$ cat config.mk
export PLATFORM = sky130hd
export DESIGN_NAME = two_wire_master_transmit_ctrl
export DESIGN_NICKNAME = d
export VERILOG_FILES = /design/src/two_wire_pkg.sv /design/src/line_if.sv /design/src/two_wire_master_transmit_ctrl.sv /design/src/pin_sync.sv /design/src/bit_timer.sv
export SDC_FILE = /design/constraint.sdc
export NUM_CORES = 1
export LEC_CHECK = 0
export BUFFER_PORTS_ARGS = -buffer_cell sky130_fd_sc_hd__buf_2
export CAP_MARGIN = 20
export CORE_UTILIZATION = 58
export CTS_CLUSTER_DIAMETER = 150
export DETAILED_ROUTE_END_ITERATION = 10
export HOLD_SLACK_MARGIN = 0.06
export PLACE_DENSITY = 0.84
export SETUP_SLACK_MARGIN = 0.05
export SKIP_LAST_GASP = 1
export SYNTH_ARGS = -nofsm -noshare
export SYNTH_HDL_FRONTEND = slang
export SYNTH_HIERARCHICAL = 1
export SYNTH_SLANG_ARGS = --single-unit
$ cat constraint.sdc
create_clock -name clock -period 6 [get_ports clock]
set_input_delay 1.2 -clock clock [delete_from_list [all_inputs] [get_ports clock]]
set_output_delay 1.2 -clock clock [all_outputs]
set_load 0.02 [all_outputs]
$ cat src/two_wire_pkg.sv
// Shared constants and types for the two-wire master transmit controller.
// Assumes one 125 MHz system clock and an 8-bit register port.
package two_wire_pkg;

	// ****************************************
	// Register map and fields
	// ****************************************
	localparam int DATA_W = 8;
	localparam int ADDR_W = 2;
	localparam logic [1:0] OFS_CONTROL = 2'h0;
	localparam logic [1:0] OFS_DATA = 2'h1;
	localparam logic [1:0] OFS_STATUS = 2'h2;
	localparam int CTRL_DONE = 7;
	localparam int CTRL_ACK = 6;
	localparam int CTRL_STA = 5;
	localparam int CTRL_STO = 4;
	localparam int CTRL_WC = 3;
	localparam int CTRL_EN = 2;
	localparam int CTRL_IRQ = 0;
	localparam logic [7:0] DATA_RESET = 8'h00;
	localparam logic [7:0] STATUS_RESET = 8'h00;
	localparam logic [7:0] STATUS_MASK = 8'hf8;

	// ****************************************
	// Status codes
	// ****************************************
	localparam logic [7:0] ST_START = 8'h08;
	localparam logic [7:0] ST_RSTART = 8'h10;
	localparam logic [7:0] ST_ADDR_ACK = 8'h18;
	localparam logic [7:0] ST_ADDR_NACK = 8'h20;
	localparam logic [7:0] ST_DATA_ACK = 8'h28;
	localparam logic [7:0] ST_DATA_NACK = 8'h30;
	localparam logic [7:0] ST_ARB_LOST = 8'h38;

	// ****************************************
	// Timing
	// ****************************************
	localparam int CLK_PERIOD_NS = 8;
	localparam int SCL_PERIOD_NS = 10000;
	localparam int QUARTER_CYCLES = (SCL_PERIOD_NS / 4 + CLK_PERIOD_NS - 1) / CLK_PERIOD_NS;
	localparam logic [3:0] ACK_SLOT = 4'h8;

	typedef enum {S_IDLE, S_WAIT_FREE, S_START, S_HOLD, S_BYTE, S_RSTART, S_STOP} seq_state_t;
	typedef enum {ROLE_NONE, ROLE_MT, ROLE_MR} role_t;

endpackage

$ cat src/line_if.sv
// Carrier for the synchronised bus line levels.
// Assumes both ends run on the system clock.
`timescale 1ns/1ps
interface line_if;
	logic scl;
	logic sda;
	modport source (output scl, output sda);
	modport sink (input scl, input sda);
endinterface

$ cat src/two_wire_master_transmit_ctrl.sv
// Master transmit sequencer with control, data and status registers.
// Assumes open-drain pins resolved outside; oe_n low pulls the line low.
`timescale 1ns/1ps
module two_wire_master_transmit_ctrl
	import two_wire_pkg::*;
#(
	parameter int QUARTER = QUARTER_CYCLES
) (
	input wire logic clock,
	input wire logic srst,
	input wire logic [ADDR_W-1:0] reg_addr,
	input wire logic [DATA_W-1:0] reg_wdata,
	input wire logic reg_wr,
	input wire logic reg_rd,
	output logic [DATA_W-1:0] reg_rdata,
	input wire logic scl_i,
	output logic scl_o,
	output logic scl_oe_n,
	input wire logic sda_i,
	output logic sda_o,
	output logic sda_oe_n
);

	// ****************************************
	// Declarations
	// ****************************************
	seq_state_t state_reg;
	role_t role_reg;
	logic [1:0] phase_reg;
	logic [3:0] bit_cnt_reg;
	logic [7:0] shift_reg;
	logic [7:0] data_reg;
	logic [7:0] status_reg;
	logic [7:0] rdata_reg;
	logic done_reg;
	logic ack_en_reg;
	logic sta_reg;
	logic sto_reg;
	logic wc_reg;
	logic en_reg;
	logic irq_en_reg;
	logic addr_phase_reg;
	logic acked_reg;
	logic scl_oe_n_reg;
	logic sda_oe_n_reg;
	logic tick;
	logic step;
	logic ctrl_wr;
	logic data_wr;
	logic stop_done;
	logic scl_s;
	logic sda_s;
	line_if lines ();

	// ****************************************
	// Helpers
	// ****************************************
	pin_sync #(
		.W(2)
	) u_sync (
		.clock(clock),
		.srst(srst),
		.pin({sda_i, scl_i}),
		.lines(lines)
	);

	bit_timer #(
		.QUARTER(QUARTER)
	) u_timer (
		.clock(clock),
		.srst(srst),
		.tick(tick)
	);

	assign scl_s = lines.scl;
	assign sda_s = lines.sda;

	// Clock-high phase waits for the line to be really high, honouring stretching
	assign step = tick && (phase_reg != 2'd2 || scl_s);
	assign ctrl_wr = reg_wr && (reg_addr == OFS_CONTROL);
	assign data_wr = reg_wr && (reg_addr == OFS_DATA);
	assign stop_done = en_reg && (state_reg == S_STOP) && (phase_reg == 2'd2) && step;

	// Lines are only ever pulled low, never driven high
	assign scl_o = 1'b0;
	assign sda_o = 1'b0;
	assign scl_oe_n = scl_oe_n_reg;
	assign sda_oe_n = sda_oe_n_reg;

	// ****************************************
	// Control register
	// ****************************************
	// Software write wins over the hardware clear of stop-request
	always_ff @(posedge clock) begin
		if (srst) begin
			ack_en_reg <= 1'b0;
			sta_reg <= 1'b0;
			sto_reg <= 1'b0;
			en_reg <= 1'b0;
			irq_en_reg <= 1'b0;
		end else begin
			if (stop_done) begin
				sto_reg <= 1'b0;
			end
			if (ctrl_wr) begin
				ack_en_reg <= reg_wdata[CTRL_ACK];
				sta_reg <= reg_wdata[CTRL_STA];
				sto_reg <= reg_wdata[CTRL_STO];
				en_reg <= reg_wdata[CTRL_EN];
				irq_en_reg <= reg_wdata[CTRL_IRQ];
			end
		end
	end

	// Write collision: dropped data write sets it, an accepted one clears it
	always_ff @(posedge clock) begin
		if (srst) begin
			wc_reg <= 1'b0;
		end else if (data_wr && !done_reg) begin
			wc_reg <= 1'b1;
		end else if (data_wr) begin
			wc_reg <= 1'b0;
		end
	end

	// ****************************************
	// Data register
	// ****************************************
	// Only taken while the done flag is set, so a byte in flight is never corrupted
	always_ff @(posedge clock) begin
		if (srst) begin
			data_reg <= DATA_RESET;
		end else if (data_wr && done_reg) begin
			data_reg <= reg_wdata;
		end
	end

	// ****************************************
	// Read port
	// ****************************************
	// Data valid in the cycle after the strobe only
	always_ff @(posedge clock) begin
		if (srst) begin
			rdata_reg <= '0;
		end else if (reg_rd) begin
			case (reg_addr)
				OFS_CONTROL: begin
					rdata_reg <= {done_reg, ack_en_reg, sta_reg, sto_reg, wc_reg, en_reg, 1'b0, irq_en_reg};
				end
				OFS_DATA: begin
					rdata_reg <= data_reg;
				end
				OFS_STATUS: begin
					rdata_reg <= status_reg & STATUS_MASK;
				end
				default: begin
					rdata_reg <= '0;
				end
			endcase
		end else begin
			rdata_reg <= '0;
		end
	end

	assign reg_rdata = rdata_reg;

	// ****************************************
	// Bus sequencer
	// ****************************************
	// Done clear comes first so a hardware set in the same cycle wins
	always_ff @(posedge clock) begin
		if (srst) begin
			state_reg <= S_IDLE;
			role_reg <= ROLE_NONE;
			phase_reg <= 2'd0;
			bit_cnt_reg <= 4'h0;
			shift_reg <= 8'h00;
			status_reg <= STATUS_RESET;
			done_reg <= 1'b0;
			addr_phase_reg <= 1'b0;
			acked_reg <= 1'b0;
			scl_oe_n_reg <= 1'b1;
			sda_oe_n_reg <= 1'b1;
		end else begin
			if (ctrl_wr && reg_wdata[CTRL_DONE]) begin
				done_reg <= 1'b0;
			end
			if (!en_reg) begin
				// Disabled: let go of both lines at once
				state_reg <= S_IDLE;
				role_reg <= ROLE_NONE;
				phase_reg <= 2'd0;
				scl_oe_n_reg <= 1'b1;
				sda_oe_n_reg <= 1'b1;
			end else begin
				case (state_reg)
					S_IDLE: begin
						phase_reg <= 2'd0;
						if (sta_reg && !done_reg) begin
							state_reg <= S_WAIT_FREE;
						end
					end
					S_WAIT_FREE: begin
						// Both lines high at a tick counts as a free bus
						if (tick && scl_s && sda_s) begin
							state_reg <= S_START;
						end
					end
					S_START: begin
						if (step) begin
							if (phase_reg == 2'd0) begin
								sda_oe_n_reg <= 1'b0;
								phase_reg <= 2'd1;
							end else begin
								scl_oe_n_reg <= 1'b0;
								phase_reg <= 2'd0;
								done_reg <= 1'b1;
								status_reg <= ST_START;
								role_reg <= ROLE_NONE;
								state_reg <= S_HOLD;
							end
						end
					end
					S_HOLD: begin
						// Clock stays low while parked; resume once done is cleared, except in ROLE_MR with no start or stop requested
						scl_oe_n_reg <= 1'b0;
						phase_reg <= 2'd0;
						if (!done_reg) begin
							if (sto_reg) begin
								state_reg <= S_STOP;
							end else if (sta_reg) begin
								state_reg <= S_RSTART;
							end else if (role_reg != ROLE_MR) begin
								state_reg <= S_BYTE;
								shift_reg <= data_reg;
								bit_cnt_reg <= 4'h0;
								addr_phase_reg <= (role_reg == ROLE_NONE);
							end
						end
					end
					S_BYTE: begin
						if (step) begin
							case (phase_reg)
								2'd0: begin
									// MSB first; a one releases, a zero pulls low
									sda_oe_n_reg <= (bit_cnt_reg == ACK_SLOT) ? 1'b1 : shift_reg[7];
									phase_reg <= 2'd1;
								end
								2'd1: begin
									scl_oe_n_reg <= 1'b1;
									phase_reg <= 2'd2;
								end
								2'd2: begin
									phase_reg <= 2'd3;
									if (bit_cnt_reg == ACK_SLOT) begin
										acked_reg <= !sda_s;
									end else if (shift_reg[7] && !sda_s) begin
										// Another master won the line; back off completely
										scl_oe_n_reg <= 1'b1;
										sda_oe_n_reg <= 1'b1;
										status_reg <= ST_ARB_LOST;
										done_reg <= 1'b1;
										role_reg <= ROLE_NONE;
										phase_reg <= 2'd0;
										state_reg <= S_IDLE;
									end
								end
								default: begin
									scl_oe_n_reg <= 1'b0;
									phase_reg <= 2'd0;
									if (bit_cnt_reg == ACK_SLOT) begin
										done_reg <= 1'b1;
										state_reg <= S_HOLD;
										if (addr_phase_reg) begin
											status_reg <= acked_reg ? ST_ADDR_ACK : ST_ADDR_NACK;
											role_reg <= data_reg[0] ? ROLE_MR : ROLE_MT;
										end else begin
											status_reg <= acked_reg ? ST_DATA_ACK : ST_DATA_NACK;
										end
									end else begin
										bit_cnt_reg <= bit_cnt_reg + 4'h1;
										shift_reg <= {shift_reg[6:0], 1'b0};
									end
								end
							endcase
						end
					end
					S_RSTART: begin
						if (step) begin
							case (phase_reg)
								2'd0: begin
									sda_oe_n_reg <= 1'b1;
									phase_reg <= 2'd1;
								end
								2'd1: begin
									scl_oe_n_reg <= 1'b1;
									phase_reg <= 2'd2;
								end
								2'd2: begin
									sda_oe_n_reg <= 1'b0;
									phase_reg <= 2'd3;
								end
								default: begin
									scl_oe_n_reg <= 1'b0;
									phase_reg <= 2'd0;
									done_reg <= 1'b1;
									status_reg <= ST_RSTART;
									role_reg <= ROLE_NONE;
									state_reg <= S_HOLD;
								end
							endcase
						end
					end
					S_STOP: begin
						if (step) begin
							case (phase_reg)
								2'd0: begin
									sda_oe_n_reg <= 1'b0;
									phase_reg <= 2'd1;
								end
								2'd1: begin
									scl_oe_n_reg <= 1'b1;
									phase_reg <= 2'd2;
								end
								default: begin
									// Data rises with clock high; no done flag follows
									sda_oe_n_reg <= 1'b1;
									phase_reg <= 2'd0;
									role_reg <= ROLE_NONE;
									state_reg <= S_IDLE;
								end
							endcase
						end
					end
					default: begin
						state_reg <= S_IDLE;
					end
				endcase
			end
		end
	end
endmodule

$ cat src/pin_sync.sv
// Three-stage synchroniser for the two bus lines.
// Assumes raw pin levels from outside the clock domain.
`timescale 1ns/1ps
module pin_sync #(
	parameter int W = 2
) (
	input wire logic clock,
	input wire logic srst,
	input wire logic [W-1:0] pin,
	line_if.source lines
);
	logic [W-1:0] s1_reg;
	logic [W-1:0] s2_reg;
	logic [W-1:0] s3_reg;
	logic [W-1:0] out_reg;

	// Level moves only when stages two and three agree
	always_ff @(posedge clock) begin
		if (srst) begin
			s1_reg <= '1;
			s2_reg <= '1;
			s3_reg <= '1;
			out_reg <= '1;
		end else begin
			s1_reg <= pin;
			s2_reg <= s1_reg;
			s3_reg <= s2_reg;
			out_reg <= (s2_reg == s3_reg) ? s3_reg : out_reg;
		end
	end

	assign lines.scl = out_reg[0];
	assign lines.sda = out_reg[W-1];
endmodule

$ cat src/bit_timer.sv
// Free running quarter-bit tick generator.
// Assumes the system clock; tick is a one-cycle pulse.
`timescale 1ns/1ps
module bit_timer #(
	parameter int QUARTER = 313
) (
	input wire logic clock,
	input wire logic srst,
	output logic tick
);
	localparam int CW = $clog2(QUARTER + 1);
	localparam logic [CW-1:0] LAST = CW'(QUARTER - 1);
	logic [CW-1:0] cnt_reg;

	// Wraps every QUARTER cycles
	always_ff @(posedge clock) begin
		if (srst) begin
			cnt_reg <= '0;
		end else if (cnt_reg == LAST) begin
			cnt_reg <= '0;
		end else begin
			cnt_reg <= cnt_reg + 1'b1;
		end
	end

	assign tick = (cnt_reg == LAST);
endmodule

==> flow_metrics.env, run 1 <==
export IMPL_ys_seq_area_frac=0.374
export IMPL_ys_async_sr_fraction=0
export IMPL_grt_pass1_vias=2701
export IMPL_htreeDepth=3
export IMPL_rsz0062_at_grt="false"
export IMPL_path_clk_slew_ns=0.07
export IMPL_cts_resized=0
export IMPL_cts_tree="yes"
export IMPL_diodes=0
export IMPL_dieArea_um2=6400
export IMPL_worstSetupStartpointType="flop"
export IMPL_grt_first_pass_wirelength_um=12300
export IMPL_synth_cell_types=68
export IMPL_nNetsFinal=451
export IMPL_vdd_drop_max_v=0.000125
export IMPL_drc_errors=0
export IMPL_synth_edff_count=0
export IMPL_postCtsHoldBufs=0
export IMPL_clock_root_buffer="clkbuf_8"
export IMPL_dieHeight_um=80.0
export IMPL_status="completed"
export IMPL_postLayoutCoreUtil=0.646
export IMPL_tns_ns=0
export IMPL_via_per_inst=6.09
export IMPL_cts_buffer_depth=2
export IMPL_syn_inst=417
export IMPL_die_x_um=80.0
export IMPL_finalClockSkew_ns=0.0121
export IMPL_port_buffer_count=25
export IMPL_min_path_type="flop to flop"
export IMPL_gr_total_overflow=0
export IMPL_hold_viol=0
export IMPL_synth_top_family_by_area="simple AND/OR/NAND/NOR gates"
export IMPL_critPathCaptureType="flop"
export IMPL_numClockSinks=66
export IMPL_syn_area_um2=3530
export IMPL_antenna_found_initial=0
export IMPL_ys_ff_latch=66
export IMPL_drt_iter0_markers=265
export IMPL_p_leak_uw=0.00134
export IMPL_cp_required_ns=6.26
export IMPL_worstSkewPairLatency_ns=0.36
export IMPL_synth_compound_area_frac=0.204
export IMPL_power_density_nw_per_um2=228
export IMPL_synthXorXnorAreaFrac=0.00993
export IMPL_finalCritPeriodShare=0.473
export IMPL_final_cell_mix="dfxtp_1, nand2_1, nor2_1"
export IMPL_wl_per_cell_um=15.1
export IMPL_drv_cap=0
export IMPL_start_util=0.600
export IMPL_postRouteAntennaNets=0
export IMPL_synth_mux_area_frac=0.0627
export IMPL_numCtsBuffers=9
export IMPL_wirelength_um=7660
export IMPL_finalMaxSlewViolations=0
export IMPL_finalCriticalPeriod_ns=2.84
export IMPL_gp_congestion=0.960
export IMPL_num_rows=28
export IMPL_fp_coreArea_um2=5890
export IMPL_cp_max_fo=25
export IMPL_vias=3084
export IMPL_slew_headroom=0.309
export IMPL_largest_reg_flops=9
export IMPL_yosys_warnings=6
export IMPL_first_pass_iters=5
export IMPL_syn_to_final_growth_pct=7.80
export IMPL_avgSynthCellArea_um2=8.46
export IMPL_worst_pin_slew_ns=1.03
export IMPL_holdWs_ns=0.418
export IMPL_crit_type="flop to flop"
export IMPL_io_pins=28
export IMPL_drive_above_1_share=0.162
export IMPL_finalSetupViolations=0
export IMPL_synthAdderAreaFrac=0.0319
export IMPL_critPathArrivalTime_ns=3.10
export IMPL_dp_hpwl_um=5260
export IMPL_synthFlopType="dfxtp_1"
export IMPL_final_common_cell="dfxtp_1"
export IMPL_grt_max_degree=60
export IMPL_yosys_area_share_simple=0.256
export IMPL_cts_setup_buffers=0
export IMPL_fmax_ghz=0.352
export IMPL_track_usage=0.249
==> worst max-delay path: stages (launching register included) <==
cell	delay, ns
dfxtp_1	0.35
inv_1	0.08
ha_1	0.15
nand4bb_1	0.21
nor3_1	0.78
and3_1	0.30
o221a_4	0.42
nand2_1	0.14
o41ai_2	0.31
==> power by group <==
| part | switching (µW) | leakage, µW | internal [µW] |
|---|---|---|---|
| Combinational | 20.8 | 0.000702 | 14.4 |
| Clock | 180 | 0.000103 | 204 |
| Sequential | 6.08 | 0.000534 | 443 |
==> final cells by class <==
| type | instances | area [µm²] |
|---|---|---|
| Fill cell | 488 | 2080 |
| Tap cell | 75 | 93.8 |
| Timing Repair Buffer | 26 | 133 |
| Clock inverter | 6 | 65.1 |
| Inverter | 15 | 56.3 |
| Sequential cell | 66 | 1320 |
| Multi-Input combinational cell | 308 | 2000 |
| Clock buffer | 10 | 138 |
==> cell usage after synthesis, drive strengths merged, types with 3 or more instances <==
cell	instances	share of area
a211o	4	0.0099
a211oi	6	0.013
a21oi	27	0.038
a311oi	10	0.037
a31oi	5	0.0089
and3	7	0.014
buf	12	0.026
clkbuf	17	0.018
dfxtp	66	0.37
ha	9	0.032
inv	15	0.016
mux2i	21	0.060
nand2	49	0.052
nand2b	10	0.018
nand3	12	0.018
nand3b	3	0.0064
nand4	6	0.011
nor2	44	0.054
nor2b	8	0.014
nor3	8	0.011
nor3b	3	0.0078
o21ai	16	0.023
o2bb2ai	3	0.0074
o31ai	3	0.0078
or2	7	0.012
or3	6	0.011
xnor2	4	0.0099
==> per-stage QoR <==
step	power, µW	cells	setup WS (ns)	instance area, µm²
after floorplan	484	418	3.64	3530
after global placement	493	490	3.33	3600
after detailed placement	495	490	3.20	3600
after CTS	870	506	3.18	3800
after global routing	897	506	2.99	3800
final	868	506	3.16	3800
==> path summary, 6_finish.rpt <==
path                            cells after the start  slack, ns          endpoint          startpoint
worst min-delay path                                1       0.42  u_sync/s2_reg[1]    u_sync/s1_reg[1]
worst max register to register                      8       3.16    bit_cnt_reg[3]  u_timer/cnt_reg[0]
worst max-delay path                                8       3.16    bit_cnt_reg[3]  u_timer/cnt_reg[0]
worst min register to register                      1       0.42  u_sync/s2_reg[1]    u_sync/s1_reg[1]
==> cells by family after synthesis <==
family / after synthesis
buf+inv: 44
flops: 66
mux: 22
other cells: 1
xor+xnor: 4
fa+ha+maj: 9
compound gates: 97
simple gates: 174
==> metal layers <==
metal / vias to the layer above / GRT usage / wire (µm)
met2: 132 / 0.378 / 3470
met3: 22 / 0.0709 / 544
met5: - / 0 / 18
met4: 2 / 0.123 / 191
met1: 1425 / 0.320 / 3430
li1: 1503 / - / -
No activity file was read; power rests on OpenSTA's default activity.
==> run 2: changes to the inputs <==
- CORE_UTILIZATION: 58 -> 54
- PLACE_DENSITY: 0.84 -> 0.83
- clock period: 6 -> 2.5 ns (I/O delays scaled with it)
==> run 2 against run 1 <==
Worst hold slack got worse by 0.098 ns. Utilization fell by 2.5 points. Sequential power increased by 140%. Total power rose to 2.5 times the previous value. Critical path depth fell by 3. Critical path type unchanged. Largest power group unchanged.
==> flow_metrics.env, run 2 (synthesized netlist as in run 1, its figures left out) <==
export IMPL_crit_reg2reg_launch="state_reg[1]"
export IMPL_wl_per_cell_um=16.1
export IMPL_holdWs_ns=0.320
export IMPL_dieHeight_um=82.8
export IMPL_finalCritPeriodShare=0.916
export IMPL_gp_congestion=0.933
export IMPL_hp_start="scl_i"
export IMPL_critPathCaptureType="flop"
export IMPL_syn_to_final_growth_pct=11.2
export IMPL_worstSkewPairLatency_ns=0.36
export IMPL_drive_above_1_share=0.185
export IMPL_cts_setup_buffers=0
export IMPL_via_per_inst=6.11
export IMPL_intPower_uw=1670
export IMPL_drc_errors=0
export IMPL_r2r_end="bit_cnt_reg[3]"
export IMPL_min_path_cells=2
export IMPL_cp_required_ns=2.76
export IMPL_cp_max_fo=11
export IMPL_diodes=0
export IMPL_tns_ns=0
export IMPL_postRouteAntennaNets=0
export IMPL_p_clk_frac=0.468
export IMPL_swShare=0.238
export IMPL_crit_type="flop to flop"
export IMPL_path_clk_slew_ns=0.08
export IMPL_r2r_setup_slack_ns=0.21
export IMPL_worstSetupStartpointType="flop"
export IMPL_rsz0062_at_grt="false"
export IMPL_critPathArrivalTime_ns=2.55
export IMPL_io_pins=28
export IMPL_grt_pass1_vias=2939
export IMPL_setup_slack_ns=0.210
export IMPL_hold_viol=0
export IMPL_nNetsFinal=463
export IMPL_die_x_um=82.8
export IMPL_track_usage=0.248
export IMPL_port_buffer_count=25
export IMPL_dieArea_um2=6860
export IMPL_clock_root_buffer="clkbuf_8"
export IMPL_grt_max_degree=26
export IMPL_fillers=543
export IMPL_start_util=0.559
export IMPL_worst_pin_slew_ns=0.756
export IMPL_numCtsBuffers=9
export IMPL_drv_cap=0
export IMPL_seq_power_share=0.492
export IMPL_p_comb_frac=0.040
export IMPL_dp_cells=503
export IMPL_gr_total_overflow=0
export IMPL_dp_hpwl_um=5750
export IMPL_fp_coreArea_um2=6310
export IMPL_p_leak_uw=0.00140
export IMPL_htreeDepth=3
export IMPL_final_cell_mix="dfxtp_1, nand2_1, nor2_1"
export IMPL_finalClockSkew_ns=0.00929
export IMPL_cts_resized=0
export IMPL_wirelength_um=8390
export IMPL_vdd_drop_max_v=0.000409
export IMPL_min_path_type="input pin to flop"
export IMPL_postCtsHoldBufs=0
export IMPL_antenna_found_initial=0
export IMPL_p_switching_uw=522
export IMPL_slew_headroom=0.491
export IMPL_num_rows=29
export IMPL_fin_cells=520
export IMPL_cts_tree="yes"
export IMPL_fmax_ghz=0.437
export IMPL_grt_first_pass_wirelength_um=14000
export IMPL_numClockSinks=66
export IMPL_finalCriticalPeriod_ns=2.29
export IMPL_r2r_cells=5
export IMPL_power_density_nw_per_um2=558
export IMPL_first_pass_iters=6
export IMPL_finalSetupViolations=0
export IMPL_cts_buffer_depth=2
export IMPL_drt_iter0_markers=321
export IMPL_vias=3179
export IMPL_status="completed"
export IMPL_largest_reg_flops=9
export IMPL_finalMaxSlewViolations=0
export IMPL_place_ws_ns=0.241
export IMPL_final_common_cell="dfxtp_1"
export IMPL_hold_end="u_sync/s1_reg[0]"
-- run 2: worst max-delay path: stages (launching register included) --
cell	delay (ns)
dfxtp_1	0.53
nand4bb_1	0.19
nor4_1	0.60
o221a_4	0.44
nand2_1	0.12
o41ai_2	0.30
-- run 2: how the worst max path moves through the flow --
stage / from / end / slack, ns / cells after the start
after detailed placement: phase_reg[0] / bit_cnt_reg[3] / 0.24 / 7
after global placement: u_timer/cnt_reg[0] / bit_cnt_reg[3] / 0.37 / 9
after global routing: u_timer/cnt_reg[0] / state_reg[0] / 0.06 / 10
after floorplan: u_timer/cnt_reg[0] / state_reg[1] / 0.45 / 11
after CTS: phase_reg[0] / bit_cnt_reg[3] / 0.22 / 7
final: state_reg[1] / bit_cnt_reg[3] / 0.21 / 5
-- run 2: area by class of cell --
cell class / instances / area (µm²) / area share
clock buffers: 9 / 124 / 0.0316
multi-input cells: 309 / 2010 / 0.512
repair buffers: 37 / 215 / 0.0548
clock inverters: 7 / 101 / 0.0258
inverters: 15 / 56.3 / 0.0143
flip-flops and latches: 66 / 1320 / 0.337
well taps: 77 / 96.3 / 0.0246
-- run 2: routing by layer --
metal	GRT usage	vias up	part of all wire
met5	0	-	0
met4	0.116	0	0.022
met3	0.0547	20	0.072
met2	0.382	134	0.46
met1	0.332	1497	0.45
li1	-	1528	-
-- run 2: power by group through the flow --
stage | sequential (µW) | combinational, µW | clock, µW
4_1_cts | 1080 | 87.1 | 1030
5_1_grt | 1080 | 95.5 | 1080
2_1_floorplan | 1100 | 61.6 | 0
3_5_place_dp | 1100 | 85.9 | 0
3_3_place_gp | 1100 | 84.4 | 0
6_report | 1080 | 87.4 | 1030
-- run 2: stage by stage --
step,area [µm²],power [µW],util
5_1_grt,3920,2260,0.621
6_report,3920,2190,0.621
3_5_place_dp,3690,1190,0.584
3_3_place_gp,3690,1190,0.584
4_1_cts,3910,2200,0.620
2_1_floorplan,3530,1160,-
